`src/asmh_pkg.sv`:
```
package asmh_pkg;
    // low-speed communication resource identifiers reported by the host
    localparam logic [31:0] ASMH_LSC_ID_RETURN = 32'h0060_5043;
    localparam logic [31:0] ASMH_LSC_ID_MODEM  = 32'h0060_8043;
    localparam logic [31:0] ASMH_LSC_ID_NONE   = 32'h0000_0000;

    // message tags (24 bits, sent most significant byte first)
    localparam logic [23:0] ASMH_TAG_INFO_REQ   = 24'h9F_8030;
    localparam logic [23:0] ASMH_TAG_INFO_REPLY = 24'h9F_8031;
    localparam logic [23:0] ASMH_TAG_PAL        = 24'h9F_8032;
    localparam logic [23:0] ASMH_TAG_PAL_ANSWER = 24'h9F_8033;
    localparam logic [23:0] ASMH_TAG_NOTICE     = 24'h9F_8034;

    // frame layout in bytes
    localparam logic [7:0] ASMH_INFO_REQ_LEN   = 8'h00;
    localparam logic [7:0] ASMH_PAL_LEN_SINGLE = 8'h02;
    localparam logic [7:0] ASMH_PAL_LEN_MULTI  = 8'h03;
    localparam logic [3:0] ASMH_TAG_BYTES      = 4'h3;
    localparam logic [3:0] ASMH_INFO_REQ_LAST  = 4'h3;
    localparam logic [3:0] ASMH_PAL_LAST_SGL   = 4'h5;
    localparam logic [3:0] ASMH_PAL_LAST_MUL   = 4'h6;

    typedef enum logic {ASMH_KIND_INFO, ASMH_KIND_PAL} asmh_kind_t;
    typedef enum logic [1:0] {ASMH_RX_TAG, ASMH_RX_LEN, ASMH_RX_BODY} asmh_rx_t;
endpackage : asmh_pkg

```
`src/asmh_host.sv`:
```
`timescale 1ns/10ps
module asmh_host
    import asmh_pkg::*;
(
    input  wire logic        CORE_CLK,
    input  wire logic        ARST_N,
    input  wire logic        HAS_RET_TX,
    input  wire logic        HAS_MODEM,
    input  wire logic        MULTI_MODE,
    input  wire logic        SESS_OPEN_REQ,
    input  wire logic        TX_READY,
    input  wire logic [7:0]  RX_DATA,
    input  wire logic        RX_VALID,
    input  wire logic        PAL_REQ,
    input  wire logic [7:0]  PAL_INDEX,
    input  wire logic [15:0] PAL_PROGRAM,
    output logic      [31:0] LSC_ID,
    output logic             LSC_ID_VALID,
    output logic             SESS_OPEN,
    output logic             SESS_ACK,
    output logic             SESS_REFUSE,
    output logic      [7:0]  TX_DATA,
    output logic             TX_VALID,
    output logic             PAL_READY,
    output logic      [15:0] CODE,
    output logic             CODE_VALID,
    output logic             INFO_DONE,
    output logic             NOTICE,
    output logic             ANSWER,
    output logic      [7:0]  RX_INDEX
);
    logic [31:0] lsc_id_ff;
    logic        lsc_valid_ff;
    logic        open_ff;
    logic        ack_ff;
    logic        refuse_ff;
    logic        inq_sent_ff;
    logic [7:0]  tx_data_ff;
    logic        tx_valid_ff;
    logic [3:0]  tx_cnt_ff;
    asmh_kind_t  tx_kind_ff;
    logic        multi_ff;
    logic [7:0]  pal_idx_ff;
    logic [15:0] pal_prog_ff;
    logic        pal_ready_ff;
    asmh_rx_t    rx_state_ff;
    logic [1:0]  rx_cnt_ff;
    logic [23:0] rx_tag_ff;
    logic [7:0]  rx_left_ff;
    logic        rx_first_ff;
    logic        rx_odd_ff;
    logic [7:0]  code_hi_ff;
    logic [15:0] code_ff;
    logic        code_valid_ff;
    logic        info_done_ff;
    logic        notice_ff;
    logic        answer_ff;
    logic [7:0]  rx_index_ff;

    // byte i of an outgoing frame; data sent MSB first
    function automatic logic [7:0] asmh_tx_byte(input asmh_kind_t kind, input logic [3:0] i,
                                                input logic multi, input logic [7:0] idx,
                                                input logic [15:0] prog);
        logic [23:0] tag;
        logic [3:0]  p;
        tag = (kind == ASMH_KIND_INFO) ? ASMH_TAG_INFO_REQ : ASMH_TAG_PAL;
        p   = multi ? (i - 4'h1) : i;
        if (i == 4'h0) begin
            asmh_tx_byte = tag[23:16];
        end else if (i == 4'h1) begin
            asmh_tx_byte = tag[15:8];
        end else if (i == 4'h2) begin
            asmh_tx_byte = tag[7:0];
        end else if (kind == ASMH_KIND_INFO) begin
            asmh_tx_byte = ASMH_INFO_REQ_LEN;
        end else if (i == ASMH_TAG_BYTES) begin
            asmh_tx_byte = multi ? ASMH_PAL_LEN_MULTI : ASMH_PAL_LEN_SINGLE;
        end else if (multi && i == 4'h4) begin
            asmh_tx_byte = idx;
        end else if (p == 4'h4) begin
            asmh_tx_byte = prog[15:8];
        end else begin
            asmh_tx_byte = prog[7:0];
        end
    endfunction : asmh_tx_byte

    // identifier matrix; a modem without a transmitter reports nothing
    wire        strap_ret   = HAS_RET_TX;
    wire [31:0] nxt_lsc_id  = !strap_ret ? ASMH_LSC_ID_NONE :
                              HAS_MODEM  ? ASMH_LSC_ID_MODEM :
                                           ASMH_LSC_ID_RETURN;
    wire        nxt_lsc_val = strap_ret;

    // the card owns the open; the host grants only the first one
    wire        sess_grant  = SESS_OPEN_REQ && !open_ff;
    wire        sess_refuse = SESS_OPEN_REQ && open_ff;

    wire        tx_take     = tx_valid_ff && TX_READY;
    wire [3:0]  tx_last     = (tx_kind_ff == ASMH_KIND_INFO) ? ASMH_INFO_REQ_LAST :
                              multi_ff ? ASMH_PAL_LAST_MUL : ASMH_PAL_LAST_SGL;
    wire        tx_done     = tx_take && (tx_cnt_ff == tx_last);
    wire        tx_idle     = !tx_valid_ff || tx_done;
    wire        start_inq   = open_ff && !inq_sent_ff && tx_idle;
    wire        start_pal   = PAL_REQ && pal_ready_ff && !start_inq;
    wire [3:0]  nxt_tx_cnt  = (start_inq || start_pal) ? 4'h0 : (tx_cnt_ff + 4'h1);
    wire [7:0]  nxt_tx_data = start_inq ? asmh_tx_byte(ASMH_KIND_INFO, 4'h0, 1'b0, 8'h00,
                                                       16'h0000) :
                              start_pal ? asmh_tx_byte(ASMH_KIND_PAL, 4'h0, MULTI_MODE, PAL_INDEX,
                                                       PAL_PROGRAM) :
                              asmh_tx_byte(tx_kind_ff, nxt_tx_cnt, multi_ff, pal_idx_ff,
                                           pal_prog_ff);
    // the list is offered only on an idle link after the info request is out
    wire        nxt_pal_rdy = open_ff && inq_sent_ff && !start_pal && tx_idle;

    // receive parser: tag, one-byte length, body
    wire        rx_in_body  = RX_VALID && (rx_state_ff == ASMH_RX_BODY);
    wire        rx_len_zero = RX_VALID && (rx_state_ff == ASMH_RX_LEN) && (RX_DATA == 8'h00);
    wire        rx_end      = rx_len_zero || (rx_in_body && rx_left_ff == 8'h01);
    wire        is_info     = (rx_tag_ff == ASMH_TAG_INFO_REPLY);
    wire        is_answer   = (rx_tag_ff == ASMH_TAG_PAL_ANSWER);
    wire        is_notice   = (rx_tag_ff == ASMH_TAG_NOTICE);
    // codes pair high byte then low byte; a lone trailing byte is dropped
    wire        code_pair   = rx_in_body && is_info && rx_odd_ff;
    wire        idx_take    = rx_in_body && rx_first_ff && multi_ff && (is_answer || is_notice);
    wire [23:0] nxt_rx_tag  = {rx_tag_ff[15:0], RX_DATA};
    // outgoing data comes only from this controller; no out-of-band data enters the link
    // every elementary stream is passed unfiltered, so no stream-identifier exchange runs

    always_ff @(posedge CORE_CLK or negedge ARST_N) begin
        if (!ARST_N) begin
            lsc_id_ff    <= ASMH_LSC_ID_NONE;
            lsc_valid_ff <= 1'b0;
            open_ff      <= 1'b0;
            ack_ff       <= 1'b0;
            refuse_ff    <= 1'b0;
        end else begin
            lsc_id_ff    <= nxt_lsc_id;
            lsc_valid_ff <= nxt_lsc_val;
            open_ff      <= open_ff || sess_grant;
            ack_ff       <= sess_grant;
            refuse_ff    <= sess_refuse;
        end
    end

    always_ff @(posedge CORE_CLK or negedge ARST_N) begin
        if (!ARST_N) begin
            inq_sent_ff  <= 1'b0;
            tx_data_ff   <= 8'h00;
            tx_valid_ff  <= 1'b0;
            tx_cnt_ff    <= 4'h0;
            tx_kind_ff   <= ASMH_KIND_INFO;
            multi_ff     <= 1'b0;
            pal_idx_ff   <= 8'h00;
            pal_prog_ff  <= 16'h0000;
            pal_ready_ff <= 1'b0;
        end else begin
            pal_ready_ff <= nxt_pal_rdy;
            if (start_inq) begin
                inq_sent_ff <= 1'b1;
                tx_kind_ff  <= ASMH_KIND_INFO;
            end
            if (start_pal) begin
                tx_kind_ff  <= ASMH_KIND_PAL;
                multi_ff    <= MULTI_MODE;
                pal_idx_ff  <= PAL_INDEX;
                pal_prog_ff <= PAL_PROGRAM;
            end
            if (start_inq || start_pal || (tx_take && !tx_done)) begin
                tx_cnt_ff   <= nxt_tx_cnt;
                tx_data_ff  <= nxt_tx_data;
                tx_valid_ff <= 1'b1;
            end else if (tx_done) begin
                tx_valid_ff <= 1'b0;
            end
        end
    end

    always_ff @(posedge CORE_CLK or negedge ARST_N) begin
        if (!ARST_N) begin
            rx_state_ff <= ASMH_RX_TAG;
            rx_cnt_ff   <= 2'h0;
            rx_tag_ff   <= 24'h00_0000;
            rx_left_ff  <= 8'h00;
            rx_first_ff <= 1'b0;
            rx_odd_ff   <= 1'b0;
        end else if (RX_VALID) begin
            unique case (rx_state_ff)
                ASMH_RX_TAG: begin
                    rx_tag_ff <= nxt_rx_tag;
                    rx_cnt_ff <= rx_cnt_ff + 2'h1;
                    if (rx_cnt_ff == 2'h2) begin
                        rx_cnt_ff   <= 2'h0;
                        rx_state_ff <= ASMH_RX_LEN;
                    end
                end
                ASMH_RX_LEN: begin
                    rx_left_ff  <= RX_DATA;
                    rx_first_ff <= 1'b1;
                    rx_odd_ff   <= 1'b0;
                    rx_state_ff <= rx_len_zero ? ASMH_RX_TAG : ASMH_RX_BODY;
                end
                ASMH_RX_BODY: begin
                    rx_left_ff  <= rx_left_ff - 8'h01;
                    rx_first_ff <= 1'b0;
                    rx_odd_ff   <= !rx_odd_ff;
                    if (rx_end) begin
                        rx_state_ff <= ASMH_RX_TAG;
                    end
                end
            endcase
        end
    end

    always_ff @(posedge CORE_CLK or negedge ARST_N) begin
        if (!ARST_N) begin
            code_hi_ff    <= 8'h00;
            code_ff       <= 16'h0000;
            code_valid_ff <= 1'b0;
            info_done_ff  <= 1'b0;
            notice_ff     <= 1'b0;
            answer_ff     <= 1'b0;
            rx_index_ff   <= 8'h00;
        end else begin
            code_valid_ff <= code_pair;
            info_done_ff  <= rx_end && is_info;
            notice_ff     <= rx_end && is_notice;
            answer_ff     <= rx_end && is_answer;
            if (rx_in_body && !rx_odd_ff) begin
                code_hi_ff <= RX_DATA;
            end
            if (code_pair) begin
                code_ff <= {code_hi_ff, RX_DATA};
            end
            if (rx_len_zero || (RX_VALID && rx_state_ff == ASMH_RX_LEN && !multi_ff)) begin
                rx_index_ff <= 8'h00;
            end else if (idx_take) begin
                rx_index_ff <= RX_DATA;
            end
        end
    end

    assign LSC_ID       = lsc_id_ff;
    assign LSC_ID_VALID = lsc_valid_ff;
    assign SESS_OPEN    = open_ff;
    assign SESS_ACK     = ack_ff;
    assign SESS_REFUSE  = refuse_ff;
    assign TX_DATA      = tx_data_ff;
    assign TX_VALID     = tx_valid_ff;
    assign PAL_READY    = pal_ready_ff;
    assign CODE         = code_ff;
    assign CODE_VALID   = code_valid_ff;
    assign INFO_DONE    = info_done_ff;
    assign NOTICE       = notice_ff;
    assign ANSWER       = answer_ff;
    assign RX_INDEX     = rx_index_ff;
endmodule : asmh_host

```
`config.mk`:
```
export PLATFORM = sky130hd
export DESIGN_NAME = asmh_host
export DESIGN_NICKNAME = d
export VERILOG_FILES = /design/src/asmh_pkg.sv /design/src/asmh_host.sv
export SDC_FILE = /design/constraint.sdc
export NUM_CORES = 1
export LEC_CHECK = 0
export BUFFER_PORTS_ARGS = -buffer_cell sky130_fd_sc_hd__buf_4
export CAP_MARGIN = 15
export CORE_AREA = 8 8 113 115
export CTS_CLUSTER_DIAMETER = 150
export DETAILED_ROUTE_END_ITERATION = 10
export DIE_AREA = 0 0 121 123
export PLACE_DENSITY = 0.75
export SYNTH_ARGS = -nofsm -noshare
export SYNTH_HDL_FRONTEND = slang
export SYNTH_SLANG_ARGS = --single-unit
```
`constraint.sdc`:
```
create_clock -name CORE_CLK -period 3.4 [get_ports CORE_CLK]
set_input_delay 0.17 -clock CORE_CLK [delete_from_list [all_inputs] [get_ports CORE_CLK]]
set_output_delay 0.17 -clock CORE_CLK [all_outputs]
set_load 0.005 [all_outputs]
```
== After elaboration in Yosys (flattened, before gate mapping) ==
Index checks and enable logic that the tools add are counted.
Storage, ports and cells
  input port bits: 41
  bits in registers: 142
Operators by class
  mux-type cells: 31
  reductions and logical operators: 52
  add/subtract/negate cells: 4
  eq/ne operators: 15
Operators with widths (count)
  $mux 8: 11
  $eq 24x24->1 const B: 3
  $logic_and 1x1->1: 27
  $mux 23: 1
  $mux 16: 1
  $pmux 8 s2: 1
  $mux 2: 6
  $eq 4x2->1 const B: 2
  $eq 4x3->1 const B: 2
  $eq 8x1->1 const B: 1
  $logic_not 1->1: 8
  $logic_not 8->1: 1
  $mux 4: 2
  $reduce_bool 2->1: 4
  $sub 8x1->8 const B: 1
  $logic_or 1x1->1: 7
  $pmux 2 s3: 1
  $mux 1: 5
  $add 4x1->4 const B: 1
  $eq 2x2->1 const B: 2
  $eq 4x1->1 const B: 1
  $eq 4x3->1: 1
  $logic_not 4->1: 1
  $ne 2x2->1 const B: 2
  other kinds (8): 10

== Depth between registers and ports, before layout ==
Gate-level depths: netlist of run 1.
  depth after elaboration: 22
  depth in mapped cells: 15

== Least setup slack after synthesis of run 1 ==
No wires, ideal clock.
  kind: reg2reg
  start point: register tx_cnt_ff[0]
  end point: register tx_data_ff[7] (netlist: TX_DATA[7])
  setup time: 82 ps
  cell stages (with the launch flop): 15
  clock period less this slack: 3111 ps
  slack: 289 ps
  buffers on the path: 2
  data arrival time: 3029 ps
  path through: dfrtp_1 buf_4 or3b_1 or3_4 a211oi_4 or3_2 ha_1 nand2_1 nor2_1 nand3_1 nor2_1 clkbuf_1 nor2_1 a211o_1 o22ai_1
Between the ends
  cells in the longest elaborated chain, start to end: 20
  elaborated cells between the ends (all ways): 30
Ends and longest elaborated chain
  start: declaration: RTL line asmh_host.sv:40  | logic [3:0] tx_cnt_ff;
  start signal: assignment: RTL line asmh_host.sv:169  | tx_cnt_ff <= nxt_tx_cnt;
  $eq 4x3->1: RTL line asmh_host.sv:101  | wire tx_done = tx_take && (tx_cnt_ff == tx_last);
  $logic_and 1x1->1: RTL line asmh_host.sv:101
  $logic_or 1x1->1: RTL line asmh_host.sv:102  | wire tx_idle = !tx_valid_ff || tx_done;
  $logic_and 1x1->1: RTL line asmh_host.sv:103  | wire start_inq = open_ff && !inq_sent_ff && tx_idle;
  $logic_not 1->1: RTL line asmh_host.sv:104  | wire start_pal = PAL_REQ && pal_ready_ff && !start_inq;
  $logic_and 1x1->1: RTL line asmh_host.sv:104
  $logic_or 1x1->1: RTL line asmh_host.sv:105, asmh_host.sv:168
  $mux 4: RTL line asmh_host.sv:105  | wire [3:0] nxt_tx_cnt = (start_inq || start_pal) ? 4'h0 : (tx_cnt_ff + 4'h1);
  [4 not listed]
  $mux 8: RTL line asmh_host.sv:78  | end else if (multi && i == 4'h4) begin
  $mux 8: RTL line asmh_host.sv:76  | end else if (i == ASMH_TAG_BYTES) begin
  $mux 8: RTL line asmh_host.sv:74  | end else if (kind == ASMH_KIND_INFO) begin
  $mux 8: RTL line asmh_host.sv:72  | end else if (i == 4'h2) begin
  $mux 8: RTL line asmh_host.sv:70  | end else if (i == 4'h1) begin
  $mux 8: RTL line asmh_host.sv:68  | if (i == 4'h0) begin
  $mux 8: RTL line asmh_host.sv:108  | start_pal ? asmh_tx_byte(ASMH_KIND_PAL, 4'h0, MULTI_MODE, PAL_INDEX,
  $mux 8: RTL line asmh_host.sv:106  | wire [7:0] nxt_tx_data = start_inq ? asmh_tx_byte(ASMH_KIND_INFO, 4'h0, 1'b0, 8'h00,
  end signal: assignment: RTL line asmh_host.sv:170  | tx_data_ff <= nxt_tx_data;
  end: declaration: RTL line asmh_host.sv:38  | logic [7:0] tx_data_ff;
Parallel ways exist; a longest one is shown, timed or not.
A chain may end at the register's enable or synchronous reset.

== Worst setup path after layout of run 1 ==
  start point: register tx_cnt_ff[1]
  end point: register tx_data_ff[6] (netlist: TX_DATA[6])
The elaborated chain is that of the path after synthesis.

==> summary.md, run 1 <==
| Metric | Value |
|---|---|
| Ports | 115 |
| Worst Setup SP | tx_cnt_ff[1]$_DFFE_PN0P_ |
| Mapped cell area | 5840 sq um |
| R2R setup slack | 0.20 ns |
| Total GRT Usage | 19.1% |
| Via density | 5.45 |
| Antenna cell count | 0 |
| Fin. Hold Viols | 0 |
| Top-count cell post-synth | dfrtp_1 |
| Seq cells post-synth | 121 |
| Period utilization | 94.2% |
| Post-Syn Instances | 510 |
| RSZ-0062 raised after global routing | true |
| Slowest cell on the critical path | dfrtp_1 |
| Vias in the first global route | 4542 |
| CTS tree | done |
| 1st-iter DRT viols | 253 |
| Initial DRT Pass Iterations | 5 |
| Clock sinks | 121 |
| Dpl cell area | 6530 sq um |
| H-tree Lvls | 4 |
| Die height | 123 microns |
| Nets | 677 |
| CP Max Fanout | 11 |
| Worst path depth | 12 |
| Global-route wire length before repair | 22400 microns |
| Total core area | 11100 sq um |
| PortBufs | 90 |
| Fmax | 312 MHz |
| CTS Buf Count | 17 |
| Async set or reset register ratio after synthesis | 100% |
| Outcome | completed |
| CP max stage delay | 0.44 ns |
| Setup TNS | 0 ns |
| Crit path buffers/inverters | 1 |
| Final HPWL DP | 9520 microns |
| Full die area | 14900 sq um |
| Worst Skew | 0.00772 ns |
| Delay-heaviest family, CP | simple AND/OR/NAND/NOR gates |
| R2R depth | 12 |
| Initial antenna violation count | 0 |
| Root buffer cell | clkbuf_16 |
| EDFF count, synth | 0 |
| Worst Tran Pin Value | 1.05 ns |
| CP cell instances | or3b_1, or3_4, a211oi_4, or3_2, ha_1, nor4bb_1, a21o_1, nand2_1, a221oi_2, buf_4, nor4b_1, a211oi_1 |
| Synth Warn # | 0 |
| Grt ovf | 0 |
| Drt drc | 0 |
| Hold Path Class | primary input to flip-flop |
| Final wirelength | 13700 microns |
| FP Rows | 39 |
| Worst Hold Depth | 2 |
| Area Overhead vs Synth | 26.9% |
| Critical path type | flip-flop to flip-flop |
| Synth top cells by count | dfrtp_1 (121), mux2_2 (72), nor2_1 (36) |
| Data required, critical path | 3.68 ns |
| Clk buf depth | 2 |
| LEAKAGE | 3.46 nW |
| Vias | 4261 |
| Critical path endpoint category | flip-flop |
| Synth area leaders | dfrtp_1 (52%), mux2_2 (14%), buf_4 (4.0%), mux2i_1 (2.6%), nor2_1 (2.3%) |
| Max_cap viols | 0 |
| Post-route cell area | 7410 sq um |
| Worst EP arrival | 3.48 ns |
| Seq/Total Area, Yosys | 51.9% |
| Distinct cells, synth | 56 |
| Worst-Skew Late Latency | 0.41 ns |
| Rel. slew slack | 29.7% |
| Worst IR Drop VDD | 0.000542 V |
| Wire per inst | 17.5 microns |
| Pwr Total | 0.00650 W |
| Layout cells sized above 1 | 33.2% |
| Type of origin of the critical path | flip-flop |
| Synth top area share | 51.9% |
| Power density over cell area | 877 nW/um^2 |
| Worst-path clk slew | 0.05 ns |
| Largest area contributor in the netlist | dfrtp_1 |
| Post-layout min period | 3.20 ns |
| Top_reg_cell synth | dfrtp_1 |
| Hold path start | PAL_PROGRAM[15] |
| Initial Util | 52.7% |
| Reg2reg start | tx_cnt_ff[1]$_DFFE_PN0P_ |
| Max-slew violation count | 0 |
| Post-route ant nets | 0 |
| Setup Buffers After CTS | 0 |
| GP Congestion | 0.876 |
| Largest net degree at the start of global routing | 90 |
| Syn_area_per_cell | 11.4 sq um |
| Setup violators final | 0 |
| Die X | 121 microns |
[worst paths after layout]
| check | end |
|---|---|
| max | TX_DATA[6]$_DFFE_PN0P_ |
| min | pal_prog_ff[15]$_DFFE_PN0P_ |
| max reg2reg | TX_DATA[6]$_DFFE_PN0P_ |
| min reg2reg | inq_sent_ff$_DFFE_PN0P_ |
| max in group asynchronous | pal_idx_ff[4]$_DFFE_PN0P_ |
| min in group asynchronous | TX_VALID$_DFFE_PN0P_ |
[power breakdown]
part	switching (W)	internal [W]	total, W
sequential	0.000426	0.00197	0.00239
combinational	0.00113	0.00112	0.00225
clock	0.000599	0.00126	0.00186
total	0.00215	0.00435	0.00650
[layout make-up]
class                           count  area (sq um)
Fill cell                         803          3660
Timing Repair Buffer              126          1030
Multi-Input combinational cell    347          2510
Clock buffer                       24           472
Inverter                           13          48.8
Tap cell                          143           179
Clock inverter                      8           143
Sequential cell                   121          3030
[through the flow]
step | hold WS (ns) | utilization (%) | cells | setup WS, ns
floorplan | -0.126 | - | 533 | 0.289
global placement | 0.291 | 58.9 | 725 | 0.311
detailed placement | 0.295 | 58.9 | 725 | 0.164
CTS | 0.00133 | 66.4 | 778 | 0.151
global route | 0.000389 | 66.9 | 782 | -0.00988
finish | 0.0134 | 66.9 | 782 | 0.197
[registers in the layout, summed over array words and instances (netlist names), 2 cells and up]
| name | cells |
|---|---|
| rx_tag_ff | 24 |
| CODE | 16 |
| pal_prog_ff | 16 |
| RX_INDEX | 8 |
| TX_DATA | 8 |
| code_hi_ff | 8 |
| pal_idx_ff | 8 |
| rx_left_ff | 8 |
| tx_cnt_ff | 4 |
| LSC_ID | 3 |
| rx_cnt_ff | 2 |
| rx_state_ff | 2 |
[metal layers]
| metal | up-vias | part of all wire (%) | track usage (%) |
|---|---|---|---|
| li1 | 1993 | - | - |
| met1 | 2123 | 40 | 21.3 |
| met2 | 131 | 52 | 33.8 |
| met3 | 14 | 6.5 | 6.21 |
| met4 | 0 | 1.1 | 6.64 |
| met5 | - | 0 | 0 |
[cells in the final DEF (no fill, tap or decap), types with 5 or more instances in the layout]
cell             n
o21ai_0         15
mux2_2          72
clkbuf_16       17
dlygate4sd3_1   24
nand2_1         29
dfrtp_1        120
and3_1           6
nor3b_1          6
ha_1            10
nor4_1           8
nor3_1          10
inv_1           13
a21oi_1         12
nor2b_1          6
o22ai_1         12
mux2i_1         15
nand3_1         13
xor2_1           5
conb_1          24
nand2b_1         6
nor2_1          36
buf_4          101
clkbuf_1         5
[what timing repair did]
action	4_1_cts	5_1_grt
gates resized for setup	0	1
hold buffers	21	3
hold endpoints to repair	24	83
endpoints found under the setup margin	0	6
[kinds of logic after synthesis]
logic type / share of synthesized area (%)
flops: 51.9
buf+inv: 6.62
xor+xnor: 1.05
simple gates: 13.5
other cells: 0.0642
mux: 16.5
compound gates: 8.33
fa+ha+maj: 2.14
[worst reg2reg max path: cells and delay by family (launching register included)]
kind | cells | cell delay, ns
AO/OA/AOI/OAI | 4 | 0.74
adder cells (fa/ha/maj) | 1 | 0.13
buffers and inverters | 1 | 0.25
flip-flops | 1 | 0.44
AND/OR/NAND/NOR | 6 | 1.51
No activity file was read; power rests on OpenSTA's default activity.
==> run 2: changes to the inputs <==
PLACE_DENSITY = 0.79   (was 0.75)
==> run 2 against run 1 <==
  * Sequential power barely moved
  * First-iteration DRC count rose by 6.7%
  * Critical path depth did not move
  * Clock skew rose by 0.0044 ns
  * Global-route usage rose by 0.59 points
  * Register-to-register slack got worse by 0.03 ns
  * Via count rose by 1.4%
  * Largest cell class unchanged
  * Largest power group unchanged
  * Highest routed layer unchanged
==> summary.md, run 2 (same netlist as run 1, synthesis figures left out) <==
| Metric | Value |
|---|---|
| Combinational Power Share | 33.4% |
| Full die area | 14900 sq um |
| Root buffer cell | clkbuf_16 |
| Die height | 123 microns |
| Worst EP arrival | 3.51 ns |
| H-tree Lvls | 4 |
| Reg area | 3030 sq um |
| Initial antenna violation count | 0 |
| Final wirelength | 14000 microns |
| Setup violators final | 0 |
| Sw Pwr | 0.00223 W |
| FP Rows | 39 |
| Multi-input logic area | 2520 sq um |
| Initial Util | 52.7% |
| Post-route ant nets | 0 |
| LEAKAGE | 3.51 nW |
| Most frequent cells in the layout | dfrtp_1 (120), buf_4 (101), mux2_2 (72), nor2_1 (36) |
| Worst Skew | 0.0121 ns |
| Wire per inst | 17.8 microns |
| Total GRT Usage | 19.7% |
| Max_cap viols | 0 |
| Most common cell after layout, fill and taps aside | dfrtp_1 |
| Fmax | 309 MHz |
| Largest net degree at the start of global routing | 51 |
| Clk buf depth | 2 |
| Max-slew violation count | 0 |
| Layout fillers | 821 |
| Layout cells sized above 1 | 33.7% |
| Critical path endpoint category | flip-flop |
| Fin. Hold Viols | 0 |
| Period utilization | 95.1% |
| Finished Layout Cells | 786 |
| Flop pwr share | 35.2% |
| Power density over cell area | 905 nW/um^2 |
| PortBufs | 90 |
| Worst Tran Pin Value | 1.01 ns |
| Clock sinks | 121 |
| 1st-iter DRT viols | 270 |
| Vias in the first global route | 4616 |
| WHS Endpoint | tx_kind_ff$_DFFE_PN0P_ |
| Data required, critical path | 3.68 ns |
| Type of origin of the critical path | flip-flop |
| Reg2reg start | tx_cnt_ff[1]$_DFFE_PN0P_ |
| GP Congestion | 0.861 |
| Final HPWL DP | 9530 microns |
| Worst-Skew Late Latency | 0.41 ns |
| Clk network pwr share | 31.5% |
| Worst-path clk slew | 0.06 ns |
| Outcome | completed |
| Setup Buffers After CTS | 0 |
| Hold path start | PAL_REQ |
| Die X | 121 microns |
| Reg-to-Reg End | TX_DATA[6]$_DFFE_PN0P_ |
| Via density | 5.49 |
| Grt ovf | 0 |
| Hold Path Class | primary input to flip-flop |
| Initial DRT Pass Iterations | 5 |
| Worst IR Drop VDD | 0.000531 V |
| Area Overhead vs Synth | 29.1% |
| Nets | 681 |
| Global-route wire length before repair | 23200 microns |
| Total core area | 11100 sq um |
| Switching fraction of total power | 32.6% |
| Pint | 0.00459 W |
| Critical path type | flip-flop to flip-flop |
| Post-layout min period | 3.23 ns |
| CTS tree | done |
| Top reg by flops | rx_tag_ff |
| Worst Hold Depth | 3 |
| R2R setup slack | 0.17 ns |
| R2R depth | 12 |
| Final Core Density | 68.0% |
| Largest register FFs | 24 |
| Placed insts | 725 |
| Ports | 115 |
| CP Max Fanout | 11 |
| Rel. slew slack | 32.6% |
| Antenna cell count | 0 |
| RSZ-0062 raised after global routing | false |
| Drt drc | 0 |
| CTS Buf Count | 17 |
| Vias | 4319 |
| Setup TNS | 0 ns |
run 2: power by group through the flow:
stage / sequential, W / clock, W / combinational, W
4_1_cts: 0.00239 / 0.00217 / 0.00226
2_1_floorplan: 0.00223 / 0 / 0.00177
3_5_place_dp: 0.00240 / 0 / 0.00219
3_3_place_gp: 0.00238 / 0 / 0.00210
6_report: 0.00240 / 0.00215 / 0.00228
5_1_grt: 0.00247 / 0.00223 / 0.00251
run 2: cell type report:
| cell class | instances | area share, % |
|---|---|---|
| Clock inverter | 12 | 3.22 |
| Inverter | 13 | 0.648 |
| Sequential cell | 121 | 40.2 |
| Multi-Input combinational cell | 347 | 33.5 |
| Timing Repair Buffer | 130 | 13.9 |
| Clock buffer | 20 | 6.19 |
| Tap cell | 143 | 2.37 |
run 2: through the flow:
step                setup slack, ns  area, sq um  hold slack [ns]  total power (W)
floorplan                     0.289         5930           -0.126          0.00400
global placement              0.310         6530            0.226          0.00447
detailed placement            0.170         6530            0.231          0.00459
CTS                           0.158         7530           0.0234          0.00683
global route                 0.0222         7540           0.0516          0.00721
finish                        0.167         7540           0.0440          0.00682
run 2: routing by layer:
metal	up-vias	wire [microns]	GRT usage, %
met5	-	0	0
met2	164	7180	33.5
met3	35	912	6.48
li1	2006	-	-
met1	2114	5610	22.3
met4	0	327	8.74
run 2: worst max-delay path by stage:
stage / startpoint / to / slack [ns] / cells past startpoint
finish: tx_cnt_ff[1]$_DFFE_PN0P_ / TX_DATA[6]$_DFFE_PN0P_ / 0.17 / 12
global route: tx_cnt_ff[2]$_DFFE_PN0P_ / TX_DATA[2]$_DFFE_PN0P_ / 0.02 / 12
CTS: tx_cnt_ff[0]$_DFFE_PN0P_ / TX_DATA[6]$_DFFE_PN0P_ / 0.16 / 12
detailed placement: tx_cnt_ff[0]$_DFFE_PN0P_ / TX_DATA[6]$_DFFE_PN0P_ / 0.17 / 12
global placement: tx_cnt_ff[0]$_DFFE_PN0P_ / TX_DATA[1]$_DFFE_PN0P_ / 0.31 / 12
floorplan: tx_cnt_ff[0]$_DFFE_PN0P_ / TX_DATA[7]$_DFFE_PN0P_ / 0.29 / 14
run 2: what timing repair did:
item                                   4_1_cts  5_1_grt
setup endpoints to repair                    0        4
endpoints found under the hold margin       79        0
hold buffers                                29        0
gates resized for setup                      0        2
run 2: worst max-delay path: stages (launching register included):
cell	delay [ns]
dfrtp_1	0.44
or3b_1	0.42
or3_4	0.36
a211oi_4	0.25
or3_2	0.20
ha_1	0.13
nor4bb_1	0.20
a21o_1	0.11
nand2_1	0.07
a221oi_2	0.27
buf_4	0.25
nor4b_1	0.30
a211oi_1	0.10
==> run 3: changes to the inputs <==
RECOVER_POWER = 50   (was not set)
==> run 3 against run 2 <==
  * Combinational power about the same
  * Sequential power about the same
  * Die area unchanged
  * Maximum frequency increased by 0.29%
  * Sequential cell count unchanged
  * Routed wire length is 0.16% lower
  * Power is 0.29% lower
  * Highest routed layer unchanged
  * Critical endpoint unchanged
  * Largest cell class unchanged
  * Worst hold slack worse by 0.0025 ns
==> summary.md, run 3 (same netlist as run 1, synthesis figures left out) <==
| Metric | Value |
|---|---|
| Root buffer cell | clkbuf_16 |
| Wire per inst | 17.8 microns |
| Worst EP arrival | 3.51 ns |
| Slowest cell on the critical path | dfrtp_1 |
| Setup Buffers After CTS | 0 |
| DP Worst Slack | 0.170 ns |
| Most common cell after layout, fill and taps aside | dfrtp_1 |
| CP cell instances | or3b_1, a211o_1, a211oi_4, or3_2, ha_1, nor4bb_1, a21o_1, nand2_1, a221oi_2, buf_4, nor4b_1, a211oi_1 |
| Largest register FFs | 24 |
| Antenna cell count | 0 |
| Ports | 115 |
| Nets | 681 |
| Drt drc | 0 |
| Area Overhead vs Synth | 27.7% |
| Largest net degree at the start of global routing | 51 |
| Die height | 123 microns |
| Rel. slew slack | 19.4% |
| Period utilization | 94.8% |
| Max_cap viols | 0 |
| Critical path endpoint category | flip-flop |
| Worst-path clk slew | 0.06 ns |
| GP Congestion | 0.861 |
| RSZ-0062 raised after global routing | false |
| Total GRT Usage | 19.7% |
| Grt ovf | 0 |
| Die X | 121 microns |
| H-tree Lvls | 4 |
| Final wirelength | 14000 microns |
| Worst setup margin | 0.177 ns |
| Via density | 5.52 |
| Fin. Hold Viols | 0 |
| Fmax | 310 MHz |
| Hold Path Class | primary input to flip-flop |
| Full die area | 14900 sq um |
| Layout cells sized above 1 | 30.8% |
| Worst Tran Pin Value | 1.21 ns |
| Type of origin of the critical path | flip-flop |
| PortBufs | 90 |
| Worst Skew | 0.0127 ns |
| Most frequent cells in the layout | dfrtp_1 (120), mux2_2 (72), buf_4 (47), nor2_1 (36), clkbuf_4 (32) |
| Top reg by flops | rx_tag_ff |
| 1st-iter DRT viols | 306 |
| Worst-Skew Late Latency | 0.42 ns |
| Initial antenna violation count | 0 |
| Vias | 4338 |
| Global-route wire length before repair | 23200 microns |
| Data required, critical path | 3.68 ns |
| Worst IR Drop VDD | 0.000529 V |
| CP Max Fanout | 11 |
| CTS tree | done |
| Total core area | 11100 sq um |
| Max-slew violation count | 0 |
| FP Rows | 39 |
| CTS Buf Count | 17 |
| Final HPWL DP | 9530 microns |
| CP max stage delay | 0.48 ns |
| Critical path type | flip-flop to flip-flop |
| Outcome | completed |
| Clock sinks | 121 |
| Power density over cell area | 912 nW/um^2 |
| Setup violators final | 0 |
| Setup TNS | 0 ns |
| Post-layout min period | 3.22 ns |
| Post-route ant nets | 0 |
| Initial Util | 52.7% |
| LEAKAGE | 3.41 nW |
| Initial DRT Pass Iterations | 5 |
| Vias in the first global route | 4616 |
| Clk buf depth | 2 |
==> run 3: where the power goes <==
group          total (W)  switching, W  internal [W]
registers        0.00240      0.000428       0.00197
logic            0.00226       0.00116       0.00110
clock network    0.00215      0.000642       0.00150
total            0.00680       0.00223       0.00457
==> run 3: repair_timing <==
action	4_1_cts	5_1_grt
endpoints found under the hold margin	79	0
resized for setup	0	2
endpoints found under the setup margin	0	4
hold buffers	29	0
==> run 3: layer usage <==
layer	vias up	GRT usage (%)	wire length, microns
met5	-	0	0
met4	0	8.74	310
met3	32	6.48	968
met2	178	33.5	7150
met1	2118	22.3	5570
li1	2010	-	-
==> run 3: worst paths after layout <==
check | startpoint | end | slack (ns) | depth (start not counted)
worst max-delay path | tx_cnt_ff[2]$_DFFE_PN0P_ | TX_DATA[6]$_DFFE_PN0P_ | 0.18 | 12
worst min-delay path | PAL_REQ | tx_kind_ff$_DFFE_PN0P_ | 0.04 | 3
worst max register to register | tx_cnt_ff[2]$_DFFE_PN0P_ | TX_DATA[6]$_DFFE_PN0P_ | 0.18 | 12
worst min register to register | rx_first_ff$_DFFE_PN0P_ | rx_first_ff$_DFFE_PN0P_ | 0.49 | 2
max in group asynchronous | ARST_N | CODE[9]$_DFFE_PN0P_ | 1.35 | 3
min in group asynchronous | ARST_N | tx_kind_ff$_DFFE_PN0P_ | 0.54 | 2
==> run 3: critical path, delay by kind of cell (launching register included) <==
kind            cells  cell delay (ns)
compound gates      5             1.03
flops               1             0.48
simple gates        5             1.21
buf+inv             1             0.25
fa+ha+maj           1             0.13
==> run 3: area by class of cell <==
| cell class | instances | area (sq um) |
|---|---|---|
| fill | 852 | 3620 |
| sequential | 121 | 3030 |
| multi-input combinational | 347 | 2520 |
| timing repair buffer | 130 | 970 |
| clock buffer | 20 | 467 |
| clock inverter | 12 | 243 |
| tap | 143 | 179 |
| inverter | 13 | 48.8 |
==> run 3: per-stage QoR <==
stage | cells | cell area [sq um] | utilization (%) | power [W] | hold WS [ns]
6_report | 786 | 7460 | 67.3 | 0.00680 | 0.0415
5_1_grt | 786 | 7460 | 67.3 | 0.00719 | 0.0516
4_1_cts | 786 | 7530 | 68.0 | 0.00683 | 0.0234
3_5_place_dp | 725 | 6530 | 58.9 | 0.00459 | 0.231
3_3_place_gp | 725 | 6530 | 58.9 | 0.00447 | 0.226
2_1_floorplan | 533 | 5930 | - | 0.00400 | -0.126
